--- src/include/adcsc_pkg.sv ---
/*
 * adcsc_pkg: constants, field layout and state type for the serial
 * conversion control of the delta-sigma converter.
 * assumes a 50 MHz system clock; the analog side supplies results.
 */
package adcsc_pkg;

	// ==========================================================
	// clock and timing
	localparam int CLK_FREQ_KHZ  = 50000;
	localparam int ISCK_FREQ_KHZ = 900;
	// half period of the internal serial clock, rounded down
	localparam int ISCK_HALF     = CLK_FREQ_KHZ / (2 * ISCK_FREQ_KHZ);
	// internal conversion oscillator as a divider of the system clock
	localparam int OSC_FREQ_KHZ  = 10000;
	localparam int OSC_DIV       = CLK_FREQ_KHZ / OSC_FREQ_KHZ;
	// frequency control counts as tied if no edge in this many cycles
	localparam int FREQ_IDLE     = 255;

	// ==========================================================
	// serial word layout
	localparam int          WORD_BITS    = 32;
	localparam int          CFG_BITS     = 8;
	localparam logic [5:0]  WORD_BITS_6  = 6'h20;
	localparam logic [5:0]  CFG_BITS_6   = 6'h08;
	localparam int          CFG_EN_POS   = 7;
	localparam int          CFG_CH_HI    = 6;
	localparam int          CFG_CH_LO    = 5;
	localparam int          CFG_OSR_HI   = 4;
	localparam int          CFG_OSR_LO   = 1;
	localparam int          CFG_DBL_POS  = 0;

	// ==========================================================
	// reset selection: first differential pair, ratio 256, normal rate
	localparam logic [1:0]  CH_RESET     = 2'h0;
	localparam logic [3:0]  OSR_RESET    = 4'h3;
	localparam logic        DBL_RESET    = 1'b0;
	localparam logic [3:0]  OSR_CODE_MAX = 4'h0A;
	localparam logic [5:0]  OSR_MIN_LOG2 = 6'h05;

	// ==========================================================
	// out-of-range codes for bits 29..0
	localparam logic [29:0] OVER_CODE    = 30'h30000000;
	localparam logic [29:0] UNDER_CODE   = 30'h0FFFFFFF;

	typedef enum logic [1:0] {
		ST_CONV,
		ST_SLEEP,
		ST_OUTPUT
	} adcsc_state_t;

endpackage

--- src/verilog/adcsc_top.sv ---
/*
 * adcsc_top: conversion cycle and serial port control of a
 * delta-sigma converter (conversion, sleep, data output).
 * assumes the analog side presents a settled result with its range
 * flags at the end of each conversion; all pins are asynchronous.
 */
// Notes on behaviour
// - internal clock mode drives serial clock pin; external mode takes it as input
// - clock source select low: host supplies the serial clock
// - clock source select high: device makes and drives its own serial clock
// - busy high while converting, low when the result is ready
// - busy stays low in sleep and output, rises when output ends
// - in internal clock mode low busy frames the shifted-out data
// - serial input word selects speed, rate mode, resolution, channel for next cycle
// - after reset: first differential pair, ratio 256, normal rate
// - enable bit low keeps the previous speed and channel
// - host presents input bits during output; shifted in by serial clock
// - first conversion after new selection is valid, nothing discarded
// - frequency control tied to a rail uses internal oscillator, else external
// - chip select low enables serial output and wakes from sleep
// - after each conversion sleep while chip select stays high
// - chip select rising during output aborts and starts a new conversion
// - chip select high keeps serial output high impedance
// - in conversion and sleep serial output shows status: high converting
// - out-of-range inputs give distinct overrange and underrange codes
// - output ends after 32 bits or chip select rise, then converts again
// - serial output changes on falling serial clock edge
// - serial input is sampled on rising serial clock edge
module adcsc_top
	import adcsc_pkg::*;
#(
	parameter int CONV_TICKS_PER_OSR = 40,
	parameter int CONV_BASE_TICKS    = 178
)(
	input  wire logic        clk_in,
	input  wire logic        rst_in,
	input  wire logic        cs_n_in,
	input  wire logic        sck_in,
	input  wire logic        sdi_in,
	input  wire logic        clock_source_select_in,
	input  wire logic        frequency_control_in,
	input  wire logic [23:0] result_in,
	input  wire logic [4:0]  sub_lsb_in,
	input  wire logic        sign_in,
	input  wire logic        overrange_in,
	input  wire logic        underrange_in,
	output logic             sck_out,
	output logic             sck_oe_n_out,
	output logic             sdo_out,
	output logic             sdo_oe_n_out,
	output logic             busy_out,
	output logic [1:0]       channel_out,
	output logic [3:0]       oversampling_ratio_out,
	output logic             double_rate_mode_out
);

	// ==========================================================
	// conversion length in oscillator ticks for a ratio code
	function automatic logic [31:0] conv_ticks(input logic [3:0] code, input logic dbl);
		logic [5:0]  sh;
		logic [31:0] oversampling_ratio;
		logic [31:0] body;
		sh   = OSR_MIN_LOG2 + {2'h0, code};
		oversampling_ratio  = 32'h00000001 << sh;
		body = oversampling_ratio * 32'(CONV_TICKS_PER_OSR);
		if (dbl)
			body = body >> 1;
		conv_ticks = body + 32'(CONV_BASE_TICKS);
	endfunction

	// ==========================================================
	// pin synchronisers
	logic [1:0] cs_sync_reg;
	logic [1:0] sck_sync_reg;
	logic [1:0] sdi_sync_reg;
	logic [1:0] ext_sync_reg;
	logic [1:0] f0_sync_reg;
	logic       sck_last_reg;
	logic       f0_last_reg;

	always_ff @(posedge clk_in or posedge rst_in)
	begin
		if (rst_in)
		begin
			cs_sync_reg  <= 2'h3;
			sck_sync_reg <= 2'h0;
			sdi_sync_reg <= 2'h0;
			ext_sync_reg <= 2'h0;
			f0_sync_reg  <= 2'h0;
			sck_last_reg <= 1'b0;
			f0_last_reg  <= 1'b0;
		end
		else
		begin
			cs_sync_reg  <= {cs_sync_reg[0], cs_n_in};
			sck_sync_reg <= {sck_sync_reg[0], sck_in};
			sdi_sync_reg <= {sdi_sync_reg[0], sdi_in};
			ext_sync_reg <= {ext_sync_reg[0], clock_source_select_in};
			f0_sync_reg  <= {f0_sync_reg[0], frequency_control_in};
			sck_last_reg <= sck_sync_reg[1];
			f0_last_reg  <= f0_sync_reg[1];
		end
	end

	logic cs_n;
	logic int_mode;
	assign cs_n     = cs_sync_reg[1];
	assign int_mode = ext_sync_reg[1];

	// ==========================================================
	// conversion clock: internal divider or edges on frequency control
	logic [7:0] f0_idle_reg;
	logic [7:0] osc_div_reg;
	logic       f0_rise;
	logic       f0_ext;
	logic       conv_tick;

	assign f0_rise   = f0_sync_reg[1] & ~f0_last_reg;
	assign f0_ext    = (f0_idle_reg != 8'h00);
	assign conv_tick = f0_ext ? f0_rise : (osc_div_reg == 8'h00);

	always_ff @(posedge clk_in or posedge rst_in)
	begin
		if (rst_in)
			f0_idle_reg <= 8'h00;
		else if (f0_sync_reg[1] != f0_last_reg)
			f0_idle_reg <= 8'(FREQ_IDLE);
		else if (f0_idle_reg != 8'h00)
			f0_idle_reg <= f0_idle_reg - 8'h01;
	end

	// the divider runs free; a steady level on the pin reads as tied, so its ticks drive the conversion
	always_ff @(posedge clk_in or posedge rst_in)
	begin
		if (rst_in)
			osc_div_reg <= 8'h00;
		else if (osc_div_reg == 8'h00)
			osc_div_reg <= 8'(OSC_DIV - 1);
		else
			osc_div_reg <= osc_div_reg - 8'h01;
	end

	// ==========================================================
	// internal serial clock, idle low, runs only in data output
	adcsc_state_t state_reg;
	logic [7:0]   isck_cnt_reg;
	logic         isck_reg;
	logic         isck_run;

	assign isck_run = (state_reg == ST_OUTPUT) && int_mode && !cs_n ? 1'b1 : 1'b0;

	always_ff @(posedge clk_in or posedge rst_in)
	begin
		if (rst_in)
		begin
			isck_cnt_reg <= 8'h00;
			isck_reg     <= 1'b0;
		end
		else if (!isck_run)
		begin
			isck_cnt_reg <= 8'h00;
			isck_reg     <= 1'b0;
		end
		else if (isck_cnt_reg == 8'(ISCK_HALF - 1))
		begin
			isck_cnt_reg <= 8'h00;
			isck_reg     <= ~isck_reg;
		end
		else
			isck_cnt_reg <= isck_cnt_reg + 8'h01;
	end

	// edges of whichever serial clock is in charge
	logic sck_rise;
	logic sck_fall;
	logic isck_edge;

	assign isck_edge = isck_run && (isck_cnt_reg == 8'(ISCK_HALF - 1));
	assign sck_rise  = int_mode ? (isck_edge & ~isck_reg)
		: (sck_sync_reg[1] & ~sck_last_reg);
	assign sck_fall  = int_mode ? (isck_edge & isck_reg)
		: (~sck_sync_reg[1] & sck_last_reg);

	// ==========================================================
	// conversion cycle
	logic [31:0] conv_cnt_reg;
	logic [5:0]  bit_cnt_reg;
	logic        conv_done;
	logic        out_end;

	assign conv_done = (conv_cnt_reg == 32'h00000000);
	// 32 rising edges read the whole word
	assign out_end   = cs_n || (sck_rise && bit_cnt_reg == WORD_BITS_6 - 6'h01);

	always_ff @(posedge clk_in or posedge rst_in)
	begin
		if (rst_in)
			state_reg <= ST_CONV;
		else
		begin
			case (state_reg)
				ST_CONV:
				begin
					if (conv_tick && conv_done)
						state_reg <= ST_SLEEP;
				end
				ST_SLEEP:
				begin
					if (!cs_n)
						state_reg <= ST_OUTPUT;
				end
				ST_OUTPUT:
				begin
					if (out_end)
						state_reg <= ST_CONV;
				end
				default:
					state_reg <= ST_CONV;
			endcase
		end
	end

	// ==========================================================
	// selection for the running conversion, taken from the input word
	logic [7:0] cfg_shift_reg;
	logic [1:0] ch_reg;
	logic [3:0] osr_reg;
	logic       dbl_reg;
	logic       cfg_full;
	logic [3:0] osr_next;

	assign cfg_full = (bit_cnt_reg >= CFG_BITS_6);
	assign osr_next = (cfg_shift_reg[CFG_OSR_HI:CFG_OSR_LO] > OSR_CODE_MAX)
		? OSR_CODE_MAX : cfg_shift_reg[CFG_OSR_HI:CFG_OSR_LO];

	always_ff @(posedge clk_in or posedge rst_in)
	begin
		if (rst_in)
			cfg_shift_reg <= 8'h00;
		else if (state_reg == ST_SLEEP)
			cfg_shift_reg <= 8'h00;
		else if (state_reg == ST_OUTPUT && sck_rise && !cfg_full)
			cfg_shift_reg <= {cfg_shift_reg[6:0], sdi_sync_reg[1]};
	end

	// a selection applies from the very next conversion with no discard
	always_ff @(posedge clk_in or posedge rst_in)
	begin
		if (rst_in)
		begin
			ch_reg  <= CH_RESET;
			osr_reg <= OSR_RESET;
			dbl_reg <= DBL_RESET;
		end
		else if (state_reg == ST_OUTPUT && out_end && cfg_full
			&& cfg_shift_reg[CFG_EN_POS])
		begin
			ch_reg  <= cfg_shift_reg[CFG_CH_HI:CFG_CH_LO];
			osr_reg <= osr_next;
			dbl_reg <= cfg_shift_reg[CFG_DBL_POS];
		end
	end

	// ==========================================================
	// conversion length counter, loaded as the selection takes effect
	logic [31:0] conv_load;
	assign conv_load = (cfg_full && cfg_shift_reg[CFG_EN_POS])
		? conv_ticks(osr_next, cfg_shift_reg[CFG_DBL_POS])
		: conv_ticks(osr_reg, dbl_reg);

	always_ff @(posedge clk_in or posedge rst_in)
	begin
		if (rst_in)
			conv_cnt_reg <= 32'(CONV_TICKS_PER_OSR * 256 + CONV_BASE_TICKS);
		else if (state_reg == ST_OUTPUT && out_end)
			conv_cnt_reg <= conv_load;
		else if (state_reg == ST_CONV && conv_tick && !conv_done)
			conv_cnt_reg <= conv_cnt_reg - 32'h00000001;
	end

	// ==========================================================
	// result word and output shifter
	logic [31:0] result_reg;
	logic [31:0] shift_reg;

	always_ff @(posedge clk_in or posedge rst_in)
	begin
		if (rst_in)
			result_reg <= 32'h00000000;
		else if (state_reg == ST_CONV && conv_tick && conv_done)
		begin
			if (overrange_in)
				result_reg <= {2'h0, OVER_CODE};
			else if (underrange_in)
				result_reg <= {2'h0, UNDER_CODE};
			else
				result_reg <= {2'h0, sign_in, result_in, sub_lsb_in};
		end
	end

	always_ff @(posedge clk_in or posedge rst_in)
	begin
		if (rst_in)
		begin
			shift_reg   <= 32'h00000000;
			bit_cnt_reg <= 6'h00;
		end
		else if (state_reg == ST_SLEEP)
		begin
			shift_reg   <= result_reg;
			bit_cnt_reg <= 6'h00;
		end
		else if (state_reg == ST_OUTPUT)
		begin
			if (sck_rise)
				bit_cnt_reg <= bit_cnt_reg + 6'h01;
			// the first bit is out before any clock, later ones move on falls
			if (sck_fall && bit_cnt_reg != 6'h00)
				shift_reg <= {shift_reg[30:0], 1'b0};
		end
	end

	// ==========================================================
	// pin outputs, all registered; sck_out keeps step with the state so busy frames every rise
	always_ff @(posedge clk_in or posedge rst_in)
	begin
		if (rst_in)
		begin
			busy_out     <= 1'b1;
			sdo_out      <= 1'b1;
			sdo_oe_n_out <= 1'b1;
			sck_out      <= 1'b0;
			sck_oe_n_out <= 1'b1;
		end
		else
		begin
			busy_out     <= (state_reg == ST_CONV);
			sdo_oe_n_out <= cs_n;
			if (state_reg == ST_OUTPUT)
				sdo_out <= shift_reg[31];
			else
				sdo_out <= (state_reg == ST_CONV);
			sck_out      <= isck_run && (isck_edge ? ~isck_reg : isck_reg);
			sck_oe_n_out <= ~(int_mode && state_reg == ST_OUTPUT);
		end
	end

	always_ff @(posedge clk_in or posedge rst_in)
	begin
		if (rst_in)
		begin
			channel_out            <= CH_RESET;
			oversampling_ratio_out <= OSR_RESET;
			double_rate_mode_out   <= DBL_RESET;
		end
		else
		begin
			channel_out            <= ch_reg;
			oversampling_ratio_out <= osr_reg;
			double_rate_mode_out   <= dbl_reg;
		end
	end

endmodule

--- config.mk ---
export PLATFORM = sky130hd
export DESIGN_NAME = adcsc_top
export DESIGN_NICKNAME = d
export VERILOG_FILES = /design/src/include/adcsc_pkg.sv /design/src/verilog/adcsc_top.sv
export SDC_FILE = /design/constraint.sdc
export NUM_CORES = 1
export LEC_CHECK = 0
export BUFFER_PORTS_ARGS = -buffer_cell sky130_fd_sc_hd__buf_2
export CORE_AREA = 5 5 210 212
export DETAILED_ROUTE_END_ITERATION = 8
export DIE_AREA = 0 0 215 217
export PLACE_DENSITY = 0.45
export SLEW_MARGIN = 10
export SYNTH_ARGS = -nofsm -noshare
export SYNTH_HDL_FRONTEND = slang
export SYNTH_SLANG_ARGS = --single-unit
--- constraint.sdc ---
create_clock -name clk_in -period 6.79 [get_ports clk_in]
set_input_delay 1.358 -clock clk_in [delete_from_list [all_inputs] [get_ports clk_in]]
set_output_delay 1.358 -clock clk_in [all_outputs]
set_load 0.1 [all_outputs]
# Yosys cells after proc, flatten, opt, wreduce, memory -nomap -nowiden

Cells that the tools add are included.
W data, S select, Z words.

Bits in registers: 168
Output and inout bits: 12

Add/subtract/negate cells: 9
Multipliers: 2
$lt $le $gt $ge: 2
Equality and inequality tests: 9
Shift-type cells: 2
Multiplexer cells: 33
Bitwise logic cells: 10
Reductions and logical operators: 34

Operators with widths:

| kind                    | count |
|---|---|
| $mux W32                | 8 |
| $add A32 B8 Y32 const B | 2 |
| $mul A32 B3 Y29 const B | 2 |
| $shl A1 B5 Y32 const A  | 2 |
| $mux W30                | 2 |
| $mux W8                 | 7 |
| $logic_not A32 Y1       | 1 |
| $sub A32 B1 Y32 const B | 1 |
| $mux W6                 | 3 |
| $logic_and A1 B1 Y1     | 16 |
| $sub A8 B1 Y8 const B   | 2 |
| $reduce_bool A2 Y1      | 6 |
| $add A3 B4 Y5 const A   | 2 |
| $add A8 B1 Y8 const B   | 1 |
| $eq A8 B5 Y1 const B    | 1 |
| $logic_not A8 Y1        | 1 |
| $mux W1                 | 8 |
| $reduce_bool A8 Y1      | 1 |
| $add A6 B1 Y6 const B   | 1 |
| $eq A6 B5 Y1 const B    | 1 |
| $ge A6 B4 Y1 const B    | 1 |
| $mux W2                 | 3 |
| $ne A2 B2 Y1 const B    | 3 |
| $pmux W2 S3             | 1 |
| 14 further kinds        | 25 |

# Longest topological paths before layout

Gate-level depths: netlist of the first run.

Word-level depth: 12
Gate-level depth with buffers: 18

# Worst setup path before layout of the first run

OpenSTA, ideal clock, no wires.

Path type: reg2reg
Start point: register osr_reg[0]
End point: register conv_cnt_reg[30]
Setup time: 82 ps
Arrival: 4296 ps
Required time: 6708 ps
Slack: 2412 ps
Cell stages (with the launch flop): 18
Buffers on the path: 2
Path through: dfstp_2 clkbuf_1 nand2_1 nor3_1 ha_1 ha_1 buf_6 a21oi_1 nand3_1 o21ba_2 a211oi_4 mux2i_1 a2111oi_4 o211ai_2 nor4_4 nand4b_1 or3_1 a31oi_1

Longest elaborated chain between the ends: 7

Ends and longest elaborated chain:

| item                   | RTL line         | text |
|---|---|---|
| start, declared        | adcsc_top.sv:227 | `logic [3:0] osr_reg;` |
| start signal, assigned | adcsc_top.sv:259 | `osr_reg <= osr_next;` |
| $add A3 B4 Y5          | adcsc_top.sv:63  | `sh = OSR_MIN_LOG2 + {2'h0, code};` |
| $shl A1 B5 Y32         | adcsc_top.sv:64  | `oversampling_ratio = 32'h00000001 << sh;` |
| $mul A32 B3 Y29        | adcsc_top.sv:65  | `body = oversampling_ratio * 32'(CONV_TICKS_PER_OSR);` |
| $mux W32               | adcsc_top.sv:66  | `if (dbl)` |
| $add A32 B8 Y32        | adcsc_top.sv:68  | `conv_ticks = body + 32'(CONV_BASE_TICKS);` |
| $mux W32               | adcsc_top.sv:268 | `? conv_ticks(osr_next, cfg_shift_reg[CFG_DBL_POS])` |
| $mux W32               | adcsc_top.sv:275 | `else if (state_reg == ST_OUTPUT && out_end)` |
| end signal, assigned   | adcsc_top.sv:274 | `conv_cnt_reg <= 32'(CONV_TICKS_PER_OSR * 256 + CONV_BASE_TICKS);` |
| end signal, assigned   | adcsc_top.sv:276 | `conv_cnt_reg <= conv_load;` |
| end signal, assigned   | adcsc_top.sv:278 | `conv_cnt_reg <= conv_cnt_reg - 32'h00000001;` |
| end, declared          | adcsc_top.sv:186 | `logic [31:0] conv_cnt_reg;` |

Every way passes these cells.
A chain may end at the register's enable or synchronous reset.

# Worst setup path in the final report of the first run

Start point: register osr_reg[0]
End point: register conv_cnt_reg[25]

Same word-level chain as after synthesis.

==> metrics.yaml, run 1 <==
die:
  io_pins: 51
  rows: 75
  die-area_mm2: 0.0467
  die_height_um: 217
  initial_core_util_pct: 29.6
  core_mm2: 0.0418
  fp.dieW_um: 215
sta:
  final.min_clock_period_ns: 5.25
  clock_skew_ns: 0.0117
  timing.final.crit_share_pct: 77.3
  whs_ns: 0.349
  fmax_ghz: 0.191
  maxSlewHeadroom_pct: 41.2
  hold_viol: 0
  tightest_slew_ns: 0.877
  rsz0062_at_grt: "false"
  setup_viol: 0
  tns_ns: 0
  drv_slew: 0
cells_and_area:
  multiInputGateArea_mm2: 0.00799
  seqCellArea_mm2: 0.00417
  fillCellCount: 4373
  drive_gt1_share_pct: 9.46
  area_growth_pct: 12.5
  diodes: 0
  fin_nets: 1649
synth:
  syn-cell-area_mm2: 0.0124
  synth_edf_count: 0
  avgSynthCellArea_um2: 8.60
  netlist_instances: 1439
  ys_seq_area_share_pct: 33.7
  synth_area_leader_cell: "dfrtp_1"
  synth_top_cell_area_share_pct: 30.3
  synthFlopType: "dfrtp_1"
  ys_ff_latch: 166
  yosysWarnings: 0
  async_flop_share_pct: 100
  ys_types: 88
  synth.area.top_cells: "dfrtp_1, ha_1, nand2_1"
routing:
  via_count: 10400
  wirelength_um: 33200
  viasPerCell: 5.07
  drc: 0
  detail-route-antenna-nets: 0
  drt_iter0_drc: 715
  drt-pass1-iter-count: 5
  wl_per_cell_um: 16.2
grt:
  grt_usage_pct: 14.5
  grt_pass1_wl_um: 55600
  grt_max_degree: 75
  grt_pass1_vias: 10400
  grt_overflow: 0
  grt_antenna_before_repair: 0
clock_tree:
  cts_made_buffers: 17
  cts_tree: "built"
  cts_setup_buffers: 0
  postCtsHoldBufs: 0
  post_cts_resized: 0
  root_buffer: "clkbuf_16"
  htree_levels: 4
  clkTransAtPathRegs_ns: 0.07
  clk_path_buf_depth: 2
  cts.sinks: 166
  clkLatencyLatePin_ns: 0.44
power_and_ir_drop:
  power.leakage_nw: 6.02
  p_sw_share_pct: 28.0
  p_seq_share_pct: 43.1
  clkPwrFrac_pct: 42.2
  p_comb_share_pct: 14.7
  p_int_w: 0.00176
  powerDensity_mw_per_mm2: 175
  ir_drop_uv: 117
  p_sw_w: 0.000684
setup_path:
  path_cells: "nand2_1 > nor3_1 > ha_1 > ha_1 > a21oi_1 > o21ai_0 > a21oi_1 > o211ai_1 > nor4_1 > nor2b_1 > nand3b_1 > nor4_2 > nor4b_2 > xor2_1 > o21ai_1"
  cp-end-kind: "register"
  worst-setup-path-type: "register to register"
  cp_slowest_cell: "dfstp_2"
  start_kind: "register"
  path_max_fanout: 9
  critPathMaxStageDelay_ns: 0.63
  arrival_ns: 5.57
  required_ns: 7.11
placed_design:
  hpwl_um: 25400
  gp_congestion: 0.913
  port_buffers: 50
outcome:
  status: "complete, no violations"
worst_hold_path:
  min_path_type: "register to register"
job:
  maxCapViolCount: 0
[layer usage]
metal | vias to the layer above | wire (um) | GRT usage [%]
li1 | 5267 | - | -
met1 | 4941 | 16400 | 20.1
met2 | 145 | 15100 | 23.3
met3 | 38 | 888 | 1.89
met4 | 0 | 821 | 5.06
met5 | - | 0 | 0
[stage by stage]
stage          instance area [um^2]  util (%)  power [W]  worst slack (ns)  std cells
3_3_place_gp                  13300      31.9    0.00139              1.55       2019
3_5_place_dp                  13300      31.9    0.00139              1.58       2019
4_1_cts                       13900      33.4    0.00244              1.56       2051
5_1_grt                       13900      33.4    0.00256              1.15       2051
6_report                      13900      33.4    0.00244              1.54       2051
2_1_floorplan                 12600         -    0.00133             0.968       1490
[placed cells by master (no fill, tap or decap), types with 48 or more instances in the layout]
cell,count
nand2_1,187
dfrtp_1,150
nor2_1,140
ha_1,108
o21ai_0,90
a21oi_1,83
xnor2_1,59
conb_1,53
buf_2,50
xor2_1,48
[logic make-up after synthesis]
| logic type | count (synthesis) | synth area share [%] |
|---|---|---|
| AND/OR/NAND/NOR | 531 | 20.4 |
| XOR/XNOR | 107 | 7.57 |
| buffers and inverters | 108 | 3.47 |
| other | 2 | 0.0607 |
| adder cells (fa/ha/maj) | 111 | 11.3 |
| AO/OA/AOI/OAI | 360 | 19.0 |
| multiplexers | 54 | 4.45 |
| flip-flops | 166 | 33.7 |
[critical path, delay by kind of cell (launching register included)]
family | cells | cell delay, ns
adders and majority gates | 2 | 0.69
xor gates and xnor gates | 1 | 0.19
DFF | 1 | 0.63
and+or+nand+nor | 7 | 2.49
AOI/OAI and AO/OA | 5 | 1.11
[synth_stat cells (8+ instances only)]
cell and count:
a211oi_1 13, a21o_1 19, a21oi_1 83, a31oi_1 10, and3_1 10, buf_2 10
clkbuf_1 56, dfrtp_1 150, dfstp_2 16, ha_1 109, inv_1 38, mux2_2 8
mux2i_1 46, nand2_1 187, nand2b_1 17, nand3_1 28, nand4_1 18, nor2_1 140
nor3_1 43, nor4_1 16, o211ai_1 14, o21a_1 8, o21ai_0 91, o21ai_1 12
o31ai_1 34, or3_1 20, xnor2_1 59, xor2_1 48
[final timing paths]
kind	from	endpoint	slack, ns	cells past startpoint
max in group asynchronous	rst_in	osr_reg[3]	4.62	3
worst max register to register	osr_reg[0]	conv_cnt_reg[25]	1.54	15
worst max-delay path	osr_reg[0]	conv_cnt_reg[25]	1.54	15
min in group asynchronous	rst_in	result_reg[22]	1.02	2
worst min-delay path	f0_sync_reg[0]	f0_sync_reg[1]	0.35	0
worst min register to register	f0_sync_reg[0]	f0_sync_reg[1]	0.35	0
[power groups by stage]
stage	sequential, W	combinational [W]	clock (W)
2_1_floorplan	0.00107	0.000263	0
3_3_place_gp	0.00107	0.000317	0
3_5_place_dp	0.00107	0.000319	0
4_1_cts	0.00105	0.000320	0.00107
5_1_grt	0.00106	0.000406	0.00110
6_report	0.00105	0.000358	0.00103
[cell type report]
class                      count  area share [%]
tap                          539            4.84
sequential                   166            30.0
clock buffer                  22            3.48
timing repair buffer          60            2.33
inverter                      38            1.06
clock inverter                10           0.970
multi-input combinational   1216            57.4
(Power assumes the default switching activity.)
==> run 2: changes to the inputs <==
--- a/config.mk
+++ b/config.mk
@@ -9,7 +9,7 @@
 export CORE_AREA = 5 5 210 212
 export DETAILED_ROUTE_END_ITERATION = 8
 export DIE_AREA = 0 0 215 217
-export PLACE_DENSITY = 0.45
+export PLACE_DENSITY = 0.47
 export SLEW_MARGIN = 10
 export SYNTH_ARGS = -nofsm -noshare
 export SYNTH_HDL_FRONTEND = slang
==> constraint.sdc (replaced) <==
create_clock -name clk_in -period 4.6 [get_ports clk_in]
set_input_delay 0.92 -clock clk_in [delete_from_list [all_inputs] [get_ports clk_in]]
set_output_delay 0.92 -clock clk_in [all_outputs]
set_load 0.1 [all_outputs]
==> run 2 against run 1 <==
  * Wire length shrank 1.7%
  * Register-to-register slack got worse by 1.2 ns
  * Non-clock buffer count rose by 38
  * First-iteration DRC count decreased by 5.7%
  * Maximum frequency grew 23%
  * Critical endpoint is now conv_cnt_reg[30]
  * Largest power group is now clock
  * Highest routed layer unchanged
==> metrics.yaml, run 2 (synthesis gave the netlist of run 1 again) <==
outcome:
  status: "complete, no violations"
die:
  core_mm2: 0.0418
  die-area_mm2: 0.0467
  die_height_um: 217
  io_pins: 51
  fp.dieW_um: 215
  rows: 75
  initial_core_util_pct: 29.6
sta:
  setup_viol: 0
  maxSlewHeadroom_pct: 38.1
  tightest_slew_ns: 0.928
  timing.final.crit_share_pct: 92.5
  clock_skew_ns: 0.0147
  fmax_ghz: 0.235
  hold_viol: 0
  whs_ns: 0.353
  drv_slew: 0
  final.min_clock_period_ns: 4.26
power_and_ir_drop:
  clkPwrFrac_pct: 43.3
  ir_drop_uv: 223
  p_int_w: 0.00264
  p_sw_w: 0.00104
  p_comb_share_pct: 14.5
  power.leakage_nw: 6.27
  powerDensity_mw_per_mm2: 255
  p_seq_share_pct: 42.1
  p_sw_share_pct: 28.3
cells_and_area:
  final_common_cell: "nand2_1"
  fin_nets: 1687
  final_cells: 2089
  final_cell_mix: "nand2_1, dfrtp_1, nor2_1"
  diodes: 0
  area_growth_pct: 16.5
  fin_area_mm2: 0.0144
  fillCellCount: 4362
  drive_gt1_share_pct: 13.9
routing:
  detail-route-antenna-nets: 0
  drc: 0
  wl_per_cell_um: 15.6
  viasPerCell: 5.08
  drt-pass1-iter-count: 6
  wirelength_um: 32700
  via_count: 10600
  drt_iter0_drc: 674
worst_hold_path:
  min_path_type: "register to register"
  hold_path_depth: 0
grt:
  grt_usage_pct: 14.0
  grt_pass1_wl_um: 54200
  grt_pass1_vias: 10200
  grt_overflow: 0
  grt_antenna_before_repair: 0
  grt_max_degree: 152
setup_path:
  start_kind: "register"
  ff2ff_setup_slack_ns: 0.34
  worst-setup-path-type: "register to register"
  rr_worst_depth: 15
  required_ns: 4.96
  arrival_ns: 4.62
  path_max_fanout: 8
  cp-end-kind: "register"
clock_tree:
  cts.sinks: 166
  clk_path_buf_depth: 2
  root_buffer: "clkbuf_16"
  postCtsHoldBufs: 0
  htree_levels: 4
  cts_tree: "built"
  clkLatencyLatePin_ns: 0.44
  clkTransAtPathRegs_ns: 0.07
  cts_made_buffers: 17
placed_design:
  port_buffers: 50
  gp_congestion: 0.876
  hpwl_um: 24700
  placed_cell_area_mm2: 0.0136
  dp.cells: 2055
job:
  maxCapViolCount: 0
==> run 2: cell count changes in the layout (fill, tap and decap cells not counted), moves of 7 or more <==
| cell | delta |
|---|---|
| buf_4 | +37 |
| nor3_2 | +7 |
| nor3_1 | -8 |
| a21oi_2 | +7 |
| a21oi_1 | -7 |
==> run 2: cell type report <==
cell class | instances | area, um^2 | share of cell area [%]
well taps | 539 | 674 | 4.68
flip-flops and latches | 166 | 4180 | 29.0
clock buffers | 19 | 453 | 3.14
repair buffers | 98 | 623 | 4.32
multi-input cells | 1216 | 8140 | 56.4
clock inverters | 13 | 210 | 1.46
inverters | 38 | 146 | 1.02
==> run 2: timing repair <==
item / in CTS / in global routing
setup endpoints to repair: 0 / 14
resized for setup: 0 / 35
buffers inserted: 0 / 2
hold endpoints to repair: 0 / 0
==> run 2: worst max-delay path, stage by stage, from the launching register on <==
cell       delay, ns
dfstp_2         0.61
nand2_1         0.16
nor2_1          0.18
ha_1            0.26
ha_2            0.43
a21oi_2         0.11
o21a_1          0.25
o32ai_1         0.45
a211oi_4        0.09
mux2i_1         0.19
a2111oi_4       0.35
o211ai_2        0.19
nor4_4          0.21
nand4b_1        0.15
or3_1           0.38
a31oi_1         0.16
==> run 2: metrics by stage <==
stage | TNS, ns | utilization (%) | total power [W] | worst slack (ns)
after floorplan | 0 | - | 0.00196 | 0.222
after global placement | 0 | 32.6 | 0.00205 | 0.141
after detailed placement | -0.0153 | 32.6 | 0.00205 | -0.0153
after CTS | 0 | 34.1 | 0.00367 | 0.00525
after global routing | -0.00162 | 34.5 | 0.00387 | -0.00162
final | 0 | 34.5 | 0.00368 | 0.344
==> run 2: final timing paths <==
kind,from,endpoint
worst max-delay path,osr_reg[1],conv_cnt_reg[30]
worst min-delay path,f0_sync_reg[0],f0_sync_reg[1]
worst max register to register,osr_reg[1],conv_cnt_reg[30]
worst min register to register,f0_sync_reg[0],f0_sync_reg[1]
max in group asynchronous,rst_in,osc_div_reg[1]
min in group asynchronous,rst_in,cfg_shift_reg[4]
==> run 2: power by group through the flow <==
stage	clock, W	sequential (W)	combinational, W
after CTS	0.00165	0.00155	0.000477
after floorplan	0	0.00157	0.000388
after detailed placement	0	0.00158	0.000476
final	0.00160	0.00155	0.000535
after global routing	0.00171	0.00156	0.000603
after global placement	0	0.00158	0.000474
==> run 2: per-layer routing <==
layer / part of all wire, % / vias up / GRT usage (%)
met5: 0 / - / 0
met4: 1.4 / 0 / 3.24
met3: 3.6 / 28 / 2.18
met2: 46 / 198 / 22.7
met1: 49 / 5068 / 19.8
li1: - / 5328 / -
